**config.mk**
```make
export PLATFORM = sky130hd
export DESIGN_NAME = bacf_filter
export DESIGN_NICKNAME = d
export VERILOG_FILES = /design/src/common/bacf_pkg.sv /design/src/logic/bacf_match.sv /design/src/logic/bacf_filter.sv
export VERILOG_INCLUDE_DIRS = /design/src /design/src/common
export SDC_FILE = /design/constraint.sdc
export NUM_CORES = 1
export LEC_CHECK = 0
export BUFFER_PORTS_ARGS = -buffer_cell sky130_fd_sc_hd__buf_4
export CORE_AREA = 2 2 141 143
export DETAILED_ROUTE_END_ITERATION = 10
export DIE_AREA = 0 0 143 145
export GPL_TIMING_DRIVEN = 0
export PLACE_DENSITY = 0.8
export SLEW_MARGIN = 40
export SYNTH_ARGS = -nofsm -noshare
export SYNTH_HDL_FRONTEND = slang
export SYNTH_SLANG_ARGS = --single-unit
```
**constraint.sdc**
```tcl
create_clock -name mclk -period 3.3 [get_ports mclk]
set_input_delay 0 -clock mclk [delete_from_list [all_inputs] [get_ports mclk]]
set_output_delay 0 -clock mclk [all_outputs]
set_load 0.005 [all_outputs]
```
**src/common/bacf_cfg.svh**
```systemverilog
/*
  constants for the broadcast action filter: key width, defaults, slot number.
  assumes inclusion by bare name from the package and the design modules.
*/
`ifndef BACF_CFG_SVH
`define BACF_CFG_SVH

`define BACF_KEY_W 32
`define BACF_AUTH_RST 32'h0000_0000
`define BACF_GROUP_RST 32'h0000_0000
`define BACF_MASK_RST 32'h0000_0000
`define BACF_SLOT_ONE 32'h0000_0001
`define BACF_NUM_SIGNALS 32'h0000_0001
`define BACF_TRIG_FRAME 2'h0
`define BACF_TRIG_ACQ 2'h1
`define BACF_TRIG_LINE 2'h2

`endif

```
**src/common/bacf_pkg.sv**
```systemverilog
/*
  types shared by the broadcast action filter modules.
  assumes bacf_cfg.svh on the include path.
*/
`default_nettype none
`include "bacf_cfg.svh"

package bacf_pkg;
  typedef enum logic [2:0] {
    BACF_IDLE = 3'b001,
    BACF_CMP = 3'b010,
    BACF_FIRE = 3'b100
  } bacf_state_t;

  typedef enum logic [1:0] {
    BACF_TSEL_FRAME = `BACF_TRIG_FRAME,
    BACF_TSEL_ACQ = `BACF_TRIG_ACQ,
    BACF_TSEL_LINE = `BACF_TRIG_LINE
  } bacf_trig_sel_t;
endpackage : bacf_pkg

`default_nettype wire

```
**src/logic/bacf_match.sv**
```systemverilog
/*
  key and mask comparator for one stored action slot.
  assumes all inputs are registered on mclk; output is combinational.
*/
`timescale 1ns/1ps
`default_nettype none
`include "bacf_cfg.svh"

module bacf_match #(
  parameter int KEY_W = `BACF_KEY_W
) (
  // configured slot
  input wire logic [KEY_W-1:0] cfg_auth,
  input wire logic [KEY_W-1:0] cfg_group,
  input wire logic [KEY_W-1:0] cfg_mask,
  // message fields
  input wire logic [KEY_W-1:0] msg_auth,
  input wire logic [KEY_W-1:0] msg_group,
  input wire logic [KEY_W-1:0] msg_mask,
  // verdict
  output logic hit
);
  wire logic auth_ok;
  wire logic group_ok;
  wire logic mask_ok;

  assign auth_ok = (msg_auth == cfg_auth);
  assign group_ok = (msg_group == cfg_group);
  assign mask_ok = |(msg_mask & cfg_mask);
  assign hit = auth_ok & group_ok & mask_ok;
endmodule : bacf_match

`default_nettype wire

```
**src/logic/bacf_filter.sv**
```systemverilog
/*
  broadcast action filter: stores one action slot, checks incoming
  messages, fires the single action signal and routes it to triggers
  and the frame counter reset.
  assumes message and config strobes come from mclk-domain logic.
*/
// Contract
// fire only when message authorization key equals configured key exactly
// configured authorization key cannot be read back
// message group key must equal configured group key
// message mask and configured mask must share a set bit
// fire only when key, group and mask all match
// host reaches many devices with one broadcast message
// device holds exactly one group key
// read-only count of action signals reports one
// each accepted message raises exactly one action signal
// a new configuration overwrites the old one
// host sets slot selection to one before programming keys
// sender uses dotted broadcast destination, all-ones by default
// action usable as frame, acquisition or line start trigger
// action as counter reset source resets the frame counter
// action pulse lasts one cycle, the cycle after the decision; action_pulse is high two cycles after the compare cycle
`timescale 1ns/1ps
`default_nettype none
`include "bacf_cfg.svh"

module bacf_filter
  import bacf_pkg::*;
#(
  parameter int KEY_W = `BACF_KEY_W,
  parameter int CNT_W = 32
) (
  // clock and reset
  input wire logic mclk,
  input wire logic rst,
  // configuration
  input wire logic cfg_we,
  input wire logic [31:0] action_slot_select,
  input wire logic [KEY_W-1:0] cfg_auth_key,
  input wire logic [KEY_W-1:0] cfg_group_key,
  input wire logic [KEY_W-1:0] cfg_subgroup_mask,
  // routing
  input wire logic trigger_from_action,
  input wire logic [1:0] trigger_select,
  input wire logic counter_reset_from_action,
  // incoming message
  input wire logic msg_valid,
  input wire logic [KEY_W-1:0] msg_auth_key,
  input wire logic [KEY_W-1:0] msg_group_key,
  input wire logic [KEY_W-1:0] msg_subgroup_mask,
  // frame counting
  input wire logic frame_done,
  // status
  output logic [31:0] num_action_signals,
  output logic [KEY_W-1:0] group_match_key,
  output logic [KEY_W-1:0] subgroup_mask,
  output logic busy,
  // action outputs
  output logic action_pulse,
  output logic frame_begin_trigger,
  output logic acquisition_begin_trigger,
  output logic line_begin_trigger,
  output logic [CNT_W-1:0] frame_count
);
  // ----------------------------------------
  // helpers
  // ----------------------------------------
  // one decode serves all three trigger outputs; code 3 selects none of them
  function automatic logic route_hit(
    input logic go,
    input logic [1:0] sel,
    input bacf_trig_sel_t code
  );
    return go && (sel == code);
  endfunction : route_hit

  // ----------------------------------------
  // configuration slot
  // ----------------------------------------
  // auth_key feeds only the comparator and no status output, so it can never be read back
  logic [KEY_W-1:0] auth_key;
  wire logic slot_write;
  wire logic [KEY_W-1:0] next_auth_key;
  wire logic [KEY_W-1:0] next_group_key;
  wire logic [KEY_W-1:0] next_mask;

  assign slot_write = cfg_we && (action_slot_select == `BACF_SLOT_ONE);
  assign num_action_signals = `BACF_NUM_SIGNALS;

  // a single slot: every write with slot select one replaces all three fields together; other slot writes are dropped
  assign next_auth_key = slot_write ? cfg_auth_key : auth_key;
  assign next_group_key = slot_write ? cfg_group_key : group_match_key;
  assign next_mask = slot_write ? cfg_subgroup_mask : subgroup_mask;

  always_ff @(posedge mclk) begin
    if (rst) begin
      auth_key <= KEY_W'(`BACF_AUTH_RST);
      group_match_key <= KEY_W'(`BACF_GROUP_RST);
      subgroup_mask <= KEY_W'(`BACF_MASK_RST);
    end else begin
      auth_key <= next_auth_key;
      group_match_key <= next_group_key;
      subgroup_mask <= next_mask;
    end
  end

  // ----------------------------------------
  // message capture and decision
  // ----------------------------------------
  // latching the message decouples the comparator from the sender
  logic [KEY_W-1:0] m_auth;
  logic [KEY_W-1:0] m_group;
  logic [KEY_W-1:0] m_mask;
  bacf_state_t state;
  bacf_state_t next_state;
  wire logic hit;
  wire logic take;

  // messages arriving while busy are dropped, with no sign to the sender
  assign take = (state == BACF_IDLE) && msg_valid;
  assign busy = (state != BACF_IDLE);

  bacf_match #(.KEY_W(KEY_W)) bacf_match_i (
    .cfg_auth(auth_key),
    .cfg_group(group_match_key),
    .cfg_mask(subgroup_mask),
    .msg_auth(m_auth),
    .msg_group(m_group),
    .msg_mask(m_mask),
    .hit(hit)
  );

  always_comb begin
    case (state)
      BACF_IDLE: next_state = take ? BACF_CMP : BACF_IDLE;
      BACF_CMP: next_state = hit ? BACF_FIRE : BACF_IDLE;
      BACF_FIRE: next_state = BACF_IDLE;
      default: next_state = BACF_IDLE;
    endcase
  end

  always_ff @(posedge mclk) begin
    if (rst) begin
      state <= BACF_IDLE;
    end else begin
      state <= next_state;
    end
  end

  // fields move only on a take, so a sender that changes early cannot
  // disturb a compare in progress
  always_ff @(posedge mclk) begin
    if (rst) begin
      m_auth <= '0;
      m_group <= '0;
      m_mask <= '0;
    end else if (take) begin
      m_auth <= msg_auth_key;
      m_group <= msg_group_key;
      m_mask <= msg_subgroup_mask;
    end
  end

  // ----------------------------------------
  // action signal and routing
  // ----------------------------------------
  wire logic fire;
  wire logic trig_go;
  wire logic do_cnt_reset;
  wire logic next_frame_trig;
  wire logic next_acq_trig;
  wire logic next_line_trig;

  // one slot means one action signal: fire is the only source of the pulse, the triggers and the counter reset
  assign fire = (state == BACF_FIRE);
  assign trig_go = fire && trigger_from_action;
  assign do_cnt_reset = fire && counter_reset_from_action;
  assign next_frame_trig = route_hit(trig_go, trigger_select, BACF_TSEL_FRAME);
  assign next_acq_trig = route_hit(trig_go, trigger_select, BACF_TSEL_ACQ);
  assign next_line_trig = route_hit(trig_go, trigger_select, BACF_TSEL_LINE);

  always_ff @(posedge mclk) begin
    if (rst) begin
      action_pulse <= 1'b0;
    end else begin
      action_pulse <= fire;
    end
  end

  // triggers launch on the same edge as the pulse, so they line up with it
  always_ff @(posedge mclk) begin
    if (rst) begin
      frame_begin_trigger <= 1'b0;
      acquisition_begin_trigger <= 1'b0;
      line_begin_trigger <= 1'b0;
    end else begin
      frame_begin_trigger <= next_frame_trig;
      acquisition_begin_trigger <= next_acq_trig;
      line_begin_trigger <= next_line_trig;
    end
  end

  // ----------------------------------------
  // frame counter
  // ----------------------------------------
  wire logic [CNT_W-1:0] next_frame_count;

  // reset wins over a coincident frame completion; the count wraps silently
  assign next_frame_count = do_cnt_reset ? '0 :
    (frame_done ? frame_count + CNT_W'(1) : frame_count);

  always_ff @(posedge mclk) begin
    if (rst) begin
      frame_count <= '0;
    end else begin
      frame_count <= next_frame_count;
    end
  end
endmodule : bacf_filter

`default_nettype wire

```
; Yosys cells after proc, flatten, opt, wreduce, memory -nomap -nowiden
; Index checks and enable logic that the tools add are counted.
[classes]
n_eq_ne = 9
n_reduce_logical = 10
bitwise = 3
mux = 3
addsub = 1
[op_table]
columns = operator, n
row1 = 32-bit equality test, 2
row2 = 32-bit by 1-bit adder with 32-bit output (second input constant), 1
row3 = 32-bit AND, 1
row4 = 32-bit by 1-bit equality test with 1-bit output (second input constant), 1
row5 = 32-bit OR reduction, 1
row6 = 1-bit logical AND, 7
row7 = 3-bit one-hot mux with 2 select lines, 1
row8 = 3-bit by 1-bit equality test with 1-bit output (second input constant), 1
row9 = 3-bit by 2-bit equality test with 1-bit output (second input constant), 1
row10 = 3-bit equality test (second input constant), 1
row11 = 3-bit 2-to-1 mux, 1
row12 = 3-bit by 1-bit inequality test with 1-bit output (second input constant), 1
row13 = 1-bit AND, 2
row14 = 2-bit by 1-bit equality test with 1-bit output (second input constant), 1
row15 = 2-bit equality test (second input constant), 1
row16 = 2-bit zero test, 1
row17 = 2-bit 2-to-1 mux, 1
row18 = 2-bit OR reduction, 1
[totals]
output_inout_bits = 133
input_bits = 233
reg_bits = 231

; Logic depth before layout (Yosys ltp)
[depth]
word_depth = 5
depth_mapped = 8
depth_no_buf = 5

; By module
; From an unflattened synthesis, not the netlist that was laid out.
[hier_totals]
cells_unflattened = 1229
hier_area_um2 = 10203.5
[by_module_without_submodules]
columns = mod, area_per_inst_um2, instances, cells_per_inst
row1 = bacf_filter, 9328.9, 1, 1123
row2 = bacf_match, 874.6, 1, 106

; Worst setup path after synthesis
; No wires, ideal clock.
[synth_timing]
path_kind = reg-to-reg
start = register frame_count[5]
end = register frame_count[31]
setup_ns = 0.142
synth_period_minus_slack_ns = 1.735
path_slack_ns = 1.565
required_ns = 3.158
t_arrival_ns = 1.593
path_buffers = 0
stages_incl_launch_ff = 6
cell_sequence = dfxtp_1 > nand4_1 > or4_1 > nor4_2 > xnor2_1 > nor2_1
[synth_between]
elab_chain_len = 1
[synth_lines]
columns = element, line_no
row1 = start: declaration, bacf_filter.sv:63  ; output logic [CNT_W-1:0] frame_count
row2 = start signal: assignment, bacf_filter.sv:216  ; frame_count <= next_frame_count;
row3 = 32-bit by 1-bit adder with 32-bit output, bacf_filter.sv:210  ; (frame_done ? frame_count + CNT_W'(1) : frame_count);
; Every way passes these cells.
; A chain may end at the register's enable or synchronous reset.

; Final worst setup path
[layout_timing]
start = register state[0]
end = register m_auth[29]
[layout_between]
elab_chain_len = 2
[layout_lines]
columns = element, line_no
row1 = start: declaration, bacf_filter.sv:114  ; bacf_state_t state;
row2 = start signal: assignment, bacf_filter.sv:146  ; state <= next_state;
row3 = 3-bit by 1-bit equality test with 1-bit output, bacf_filter.sv:120  ; assign take = (state == BACF_IDLE) && msg_valid;
row4 = 1-bit logical AND, bacf_filter.sv:120
row5 = end signal: assignment, bacf_filter.sv:158  ; m_auth <= msg_auth_key;
row6 = end: declaration, bacf_filter.sv:111  ; logic [KEY_W-1:0] m_auth;
; Every way passes these cells.

==> impl_metrics.xml <==
<?xml version="1.0" encoding="UTF-8"?>
<metrics>
  <group name="routing">
    <metric name="remaining_drc_errors" unit="">0</metric>
    <metric name="antenna_left" unit="">0</metric>
    <metric name="detailroute.wirelength.met3" unit="mm">3.16</metric>
    <metric name="drtIter0Drc" unit="">826</metric>
    <metric name="finalWirelength" unit="mm">39.5</metric>
    <metric name="detailroute.via_count" unit="">11200</metric>
    <metric name="met2_wl_post_dr" unit="mm">19.4</metric>
    <metric name="detail_route.vias_per_cell" unit="">5.46</metric>
    <metric name="wl_per_cell" unit="um">19.2</metric>
    <metric name="maxUsedRoutingLayer" unit="">met5</metric>
    <metric name="drt_pre_antenna_iters" unit="">9</metric>
    <metric name="routedLengthMet1" unit="mm">14.2</metric>
  </group>
  <group name="global_route">
    <metric name="antenna_found_initial" unit="">3</metric>
    <metric name="grt_pass1_vias" unit="">11500</metric>
    <metric name="grt.total_usage" unit="%">37.0</metric>
    <metric name="global_route.overflow_total" unit="">0</metric>
    <metric name="grt_max_degree" unit="">14</metric>
    <metric name="grt_first_pass_wirelength" unit="mm">60.0</metric>
  </group>
  <group name="die">
    <metric name="coreArea" unit="mm2">0.0192</metric>
    <metric name="num_rows" unit="">51</metric>
    <metric name="fp.dieH" unit="um">145</metric>
    <metric name="ios" unit="">366</metric>
    <metric name="die-area" unit="mm2">0.0207</metric>
    <metric name="die_w" unit="um">143</metric>
    <metric name="floorplan.initialDensity" unit="%">49.0</metric>
  </group>
  <group name="cts">
    <metric name="clk_path_buf_depth" unit="">3</metric>
    <metric name="tritoncts.num_buffers" unit="">24</metric>
    <metric name="insertion_delay" unit="ns">0.51</metric>
    <metric name="tritoncts" unit="">done</metric>
    <metric name="cts_max_level" unit="">1</metric>
    <metric name="cts_repair_resize_count" unit="">0</metric>
    <metric name="clkTransAtPathRegs" unit="ns">0.06</metric>
    <metric name="clk_root_buffer_cell" unit="">sky130_fd_sc_hd__clkbuf_16</metric>
    <metric name="clock_sinks" unit="">231</metric>
  </group>
  <group name="sta">
    <metric name="hold_ws" unit="ns">0.207</metric>
    <metric name="worst_slew_pin_slew" unit="ns">0.773</metric>
    <metric name="final-setup-viol-count" unit="">0</metric>
    <metric name="hold_viol_final" unit="">0</metric>
    <metric name="finalSetupTns" unit="ns">0</metric>
    <metric name="portion_of_the_clock_cycle_consumed_by_the_worst_path_in_the_final_layout" unit="%">73.3</metric>
    <metric name="report.final.slew_viol_count" unit="">0</metric>
    <metric name="setup_repair_after_global_routing_missed_its_margin" unit="">no</metric>
    <metric name="maxSlewHeadroom" unit="%">48.4</metric>
    <metric name="finalClockSkew" unit="ns">0.00579</metric>
    <metric name="layout_min_cycle_time" unit="ns">2.42</metric>
    <metric name="finalWorstSetupSlack" unit="ns">0.880</metric>
    <metric name="clock.fmax" unit="GHz">0.413</metric>
  </group>
  <group name="critical_path">
    <metric name="timing.critical_path.to_type" unit="">register</metric>
    <metric name="critical_path.cell_chain" unit="">nor3b_1 &gt; and2_1 &gt; clkbuf_1 &gt; buf_2 &gt; buf_1 &gt; nand2_1 &gt; a21oi_1</metric>
    <metric name="slowest_stage" unit="">sky130_fd_sc_hd__buf_1</metric>
    <metric name="crit_family" unit="">buffers and inverters</metric>
    <metric name="critical_path.max_stage_delay" unit="ns">0.43</metric>
    <metric name="critPathLaunchType" unit="">register</metric>
    <metric name="critical_path_arrival" unit="ns">2.86</metric>
    <metric name="cp_data_required_time" unit="ns">3.74</metric>
    <metric name="timing.critical_path.fanout_max" unit="">10</metric>
    <metric name="combined_buffer_and_inverter_count_along_the_critical_path" unit="">3</metric>
    <metric name="setup.worst_path.class" unit="">reg2reg</metric>
  </group>
  <group name="power">
    <metric name="power_per_cell_area" unit="mW/mm2">432</metric>
    <metric name="ir_worst_vdd" unit="mV">0.365</metric>
    <metric name="total_leakage_power" unit="nW">6.53</metric>
  </group>
  <group name="finish">
    <metric name="final-instance-count-excl-fill" unit="">2053</metric>
    <metric name="nets" unit="">2004</metric>
    <metric name="final_core_utilization" unit="%">79.0</metric>
    <metric name="layout-drive-gt1-share" unit="%">23.4</metric>
    <metric name="flow.area_growth_from_synthesis" unit="%">61.2</metric>
  </group>
  <group name="logic_synthesis">
    <metric name="dominant_cell_type_by_area_after_synthesis" unit="">sky130_fd_sc_hd__dfxtp_1</metric>
    <metric name="fraction_of_synthesis_flops_using_an_asynchronous_set_or_reset_pin" unit="%">0</metric>
    <metric name="number_of_flops_mapped_to_enable_cells_by_yosys" unit="">0</metric>
    <metric name="synth_ff_type" unit="">sky130_fd_sc_hd__dfxtp_1</metric>
    <metric name="postSynthAreaPerCell" unit="um2">7.96</metric>
    <metric name="postSynthRegisterBits" unit="">231</metric>
    <metric name="yosys.cell_count.top_type" unit="">sky130_fd_sc_hd__nand2_1</metric>
    <metric name="synth_area" unit="mm2">0.00941</metric>
    <metric name="yosys-top-cells-count" unit="">399 x sky130_fd_sc_hd__nand2_1, 231 x sky130_fd_sc_hd__dfxtp_1, 193 x sky130_fd_sc_hd__a21oi_1</metric>
    <metric name="area_contributors_post_synth" unit="">sky130_fd_sc_hd__dfxtp_1 49%, sky130_fd_sc_hd__nand2_1 16%, sky130_fd_sc_hd__a21oi_1 10%</metric>
    <metric name="warning_count_from_the_yosys_run" unit="">0</metric>
    <metric name="seq_area_frac_synth" unit="%">49.2</metric>
    <metric name="yosysUniqueCellTypes" unit="">35</metric>
    <metric name="syn_inst" unit="">1182</metric>
    <metric name="yosysTopAreaCellShare" unit="%">49.2</metric>
  </group>
  <group name="placed_design">
    <metric name="gpl.final_weighted_congestion" unit="">0.890</metric>
    <metric name="hpwlAfterDp" unit="mm">23.7</metric>
    <metric name="place.port_buffers" unit="">331</metric>
    <metric name="post-place-cells" unit="">1808</metric>
    <metric name="post-place-ws" unit="ns">0.945</metric>
  </group>
  <group name="worst_hold_path">
    <metric name="min_path_type" unit="">in2reg</metric>
  </group>
  <group name="status">
    <metric name="status" unit="">finished, final reports clean</metric>
  </group>
  <group name="job">
    <metric name="max-cap-violations" unit="">0</metric>
  </group>
</metrics>
[stage by stage]
stage | area, um2 | total power [mW]
finish | 15200 | 6.55
global route | 15200 | 6.72
CTS | 15200 | 6.48
detailed placement | 12300 | 3.57
global placement | 12300 | 3.56
floorplan | 9520 | 3.24
[kinds of logic (layout without fill, tap and decap cells)]
kind of cell / Yosys count / in the layout / share of synthesized area (%)
compound gates: 217 / 217 / 12.3
xor+xnor: 89 / 89 / 8.29
mux: 1 / 1 / 0.106
simple gates: 526 / 526 / 23.6
flops: 231 / 231 / 49.2
other cells: 2 / 34 / 0.0798
buf+inv: 115 / 689 / 6.37
fa+ha+maj: 1 / 1 / 0.133
[sequential cells by signal, indices dropped and copies added (netlist names), 3 cells and up]
register	cells
state	3
subgroup_mask	32
frame_count	32
group_match_key	32
auth_key	32
m_group	32
m_auth	32
m_mask	32
[worst reg2reg max path: stages, from the launching register on]
cell	delay [ns]
sky130_fd_sc_hd__dfxtp_1	0.39
sky130_fd_sc_hd__nor3b_1	0.40
sky130_fd_sc_hd__and2_1	0.19
sky130_fd_sc_hd__clkbuf_1	0.30
sky130_fd_sc_hd__buf_2	0.36
sky130_fd_sc_hd__buf_1	0.43
sky130_fd_sc_hd__nand2_1	0.15
sky130_fd_sc_hd__a21oi_1	0.14
[layer usage]
layer | vias up | track usage [%]
met5 | - | 0
met4 | 2 | 22.5
met3 | 243 | 9.01
met2 | 702 | 63.3
met1 | 5248 | 41.0
li1 | 5013 | -
[cell usage in the layout (no fill, tap or decap), drive strengths merged, types with 17 or more instances in the layout]
master	netlist	routed
buf	50	381
nor2	38	38
conb	2	32
a22oi	17	17
clkbuf	52	91
xnor2	19	19
dlygate4sd3	0	201
xor2	70	70
nor4	31	31
a21oi	193	193
nand4	21	21
nand2	399	399
dfxtp	231	231
[power by group]
group	internal (mW)	switching, mW
registers	2.87	0.0586
clock network	1.68	1.12
logic	0.459	0.371
[cell type report]
type,count,area (um2)
flip-flops and latches,231,4620
repair buffers,532,4500
multi-input cells,866,4300
fillers,1181,4040
clock buffers,39,738
plain buffers,102,551
well taps,265,332
clock inverters,3,65.1
inverters,13,48.8
diodes,2,5.00
[worst paths after layout]
path / depth (start not counted) / slack, ns / end / from
max: 7 / 0.88 / m_auth[29]$_SDFFE_PP0P_ / state[0]$_SDFF_PP1_
min reg2reg: 2 / 0.46 / m_mask[20]$_SDFFE_PP0P_ / m_mask[20]$_SDFFE_PP0P_
min: 7 / 0.21 / group_match_key[3]$_SDFFE_PP0P_ / action_slot_select[26]
max reg2reg: 7 / 0.88 / m_auth[29]$_SDFFE_PP0P_ / state[0]$_SDFF_PP1_
[timing repair]
action / 4_1_cts / 5_1_grt
endpoints found under the setup margin: 0 / 0
setup buffers: 0 / 0
hold buffers: 201 / 0
endpoints found under the hold margin: 202 / 0
No activity file was read; power rests on OpenSTA's default activity.
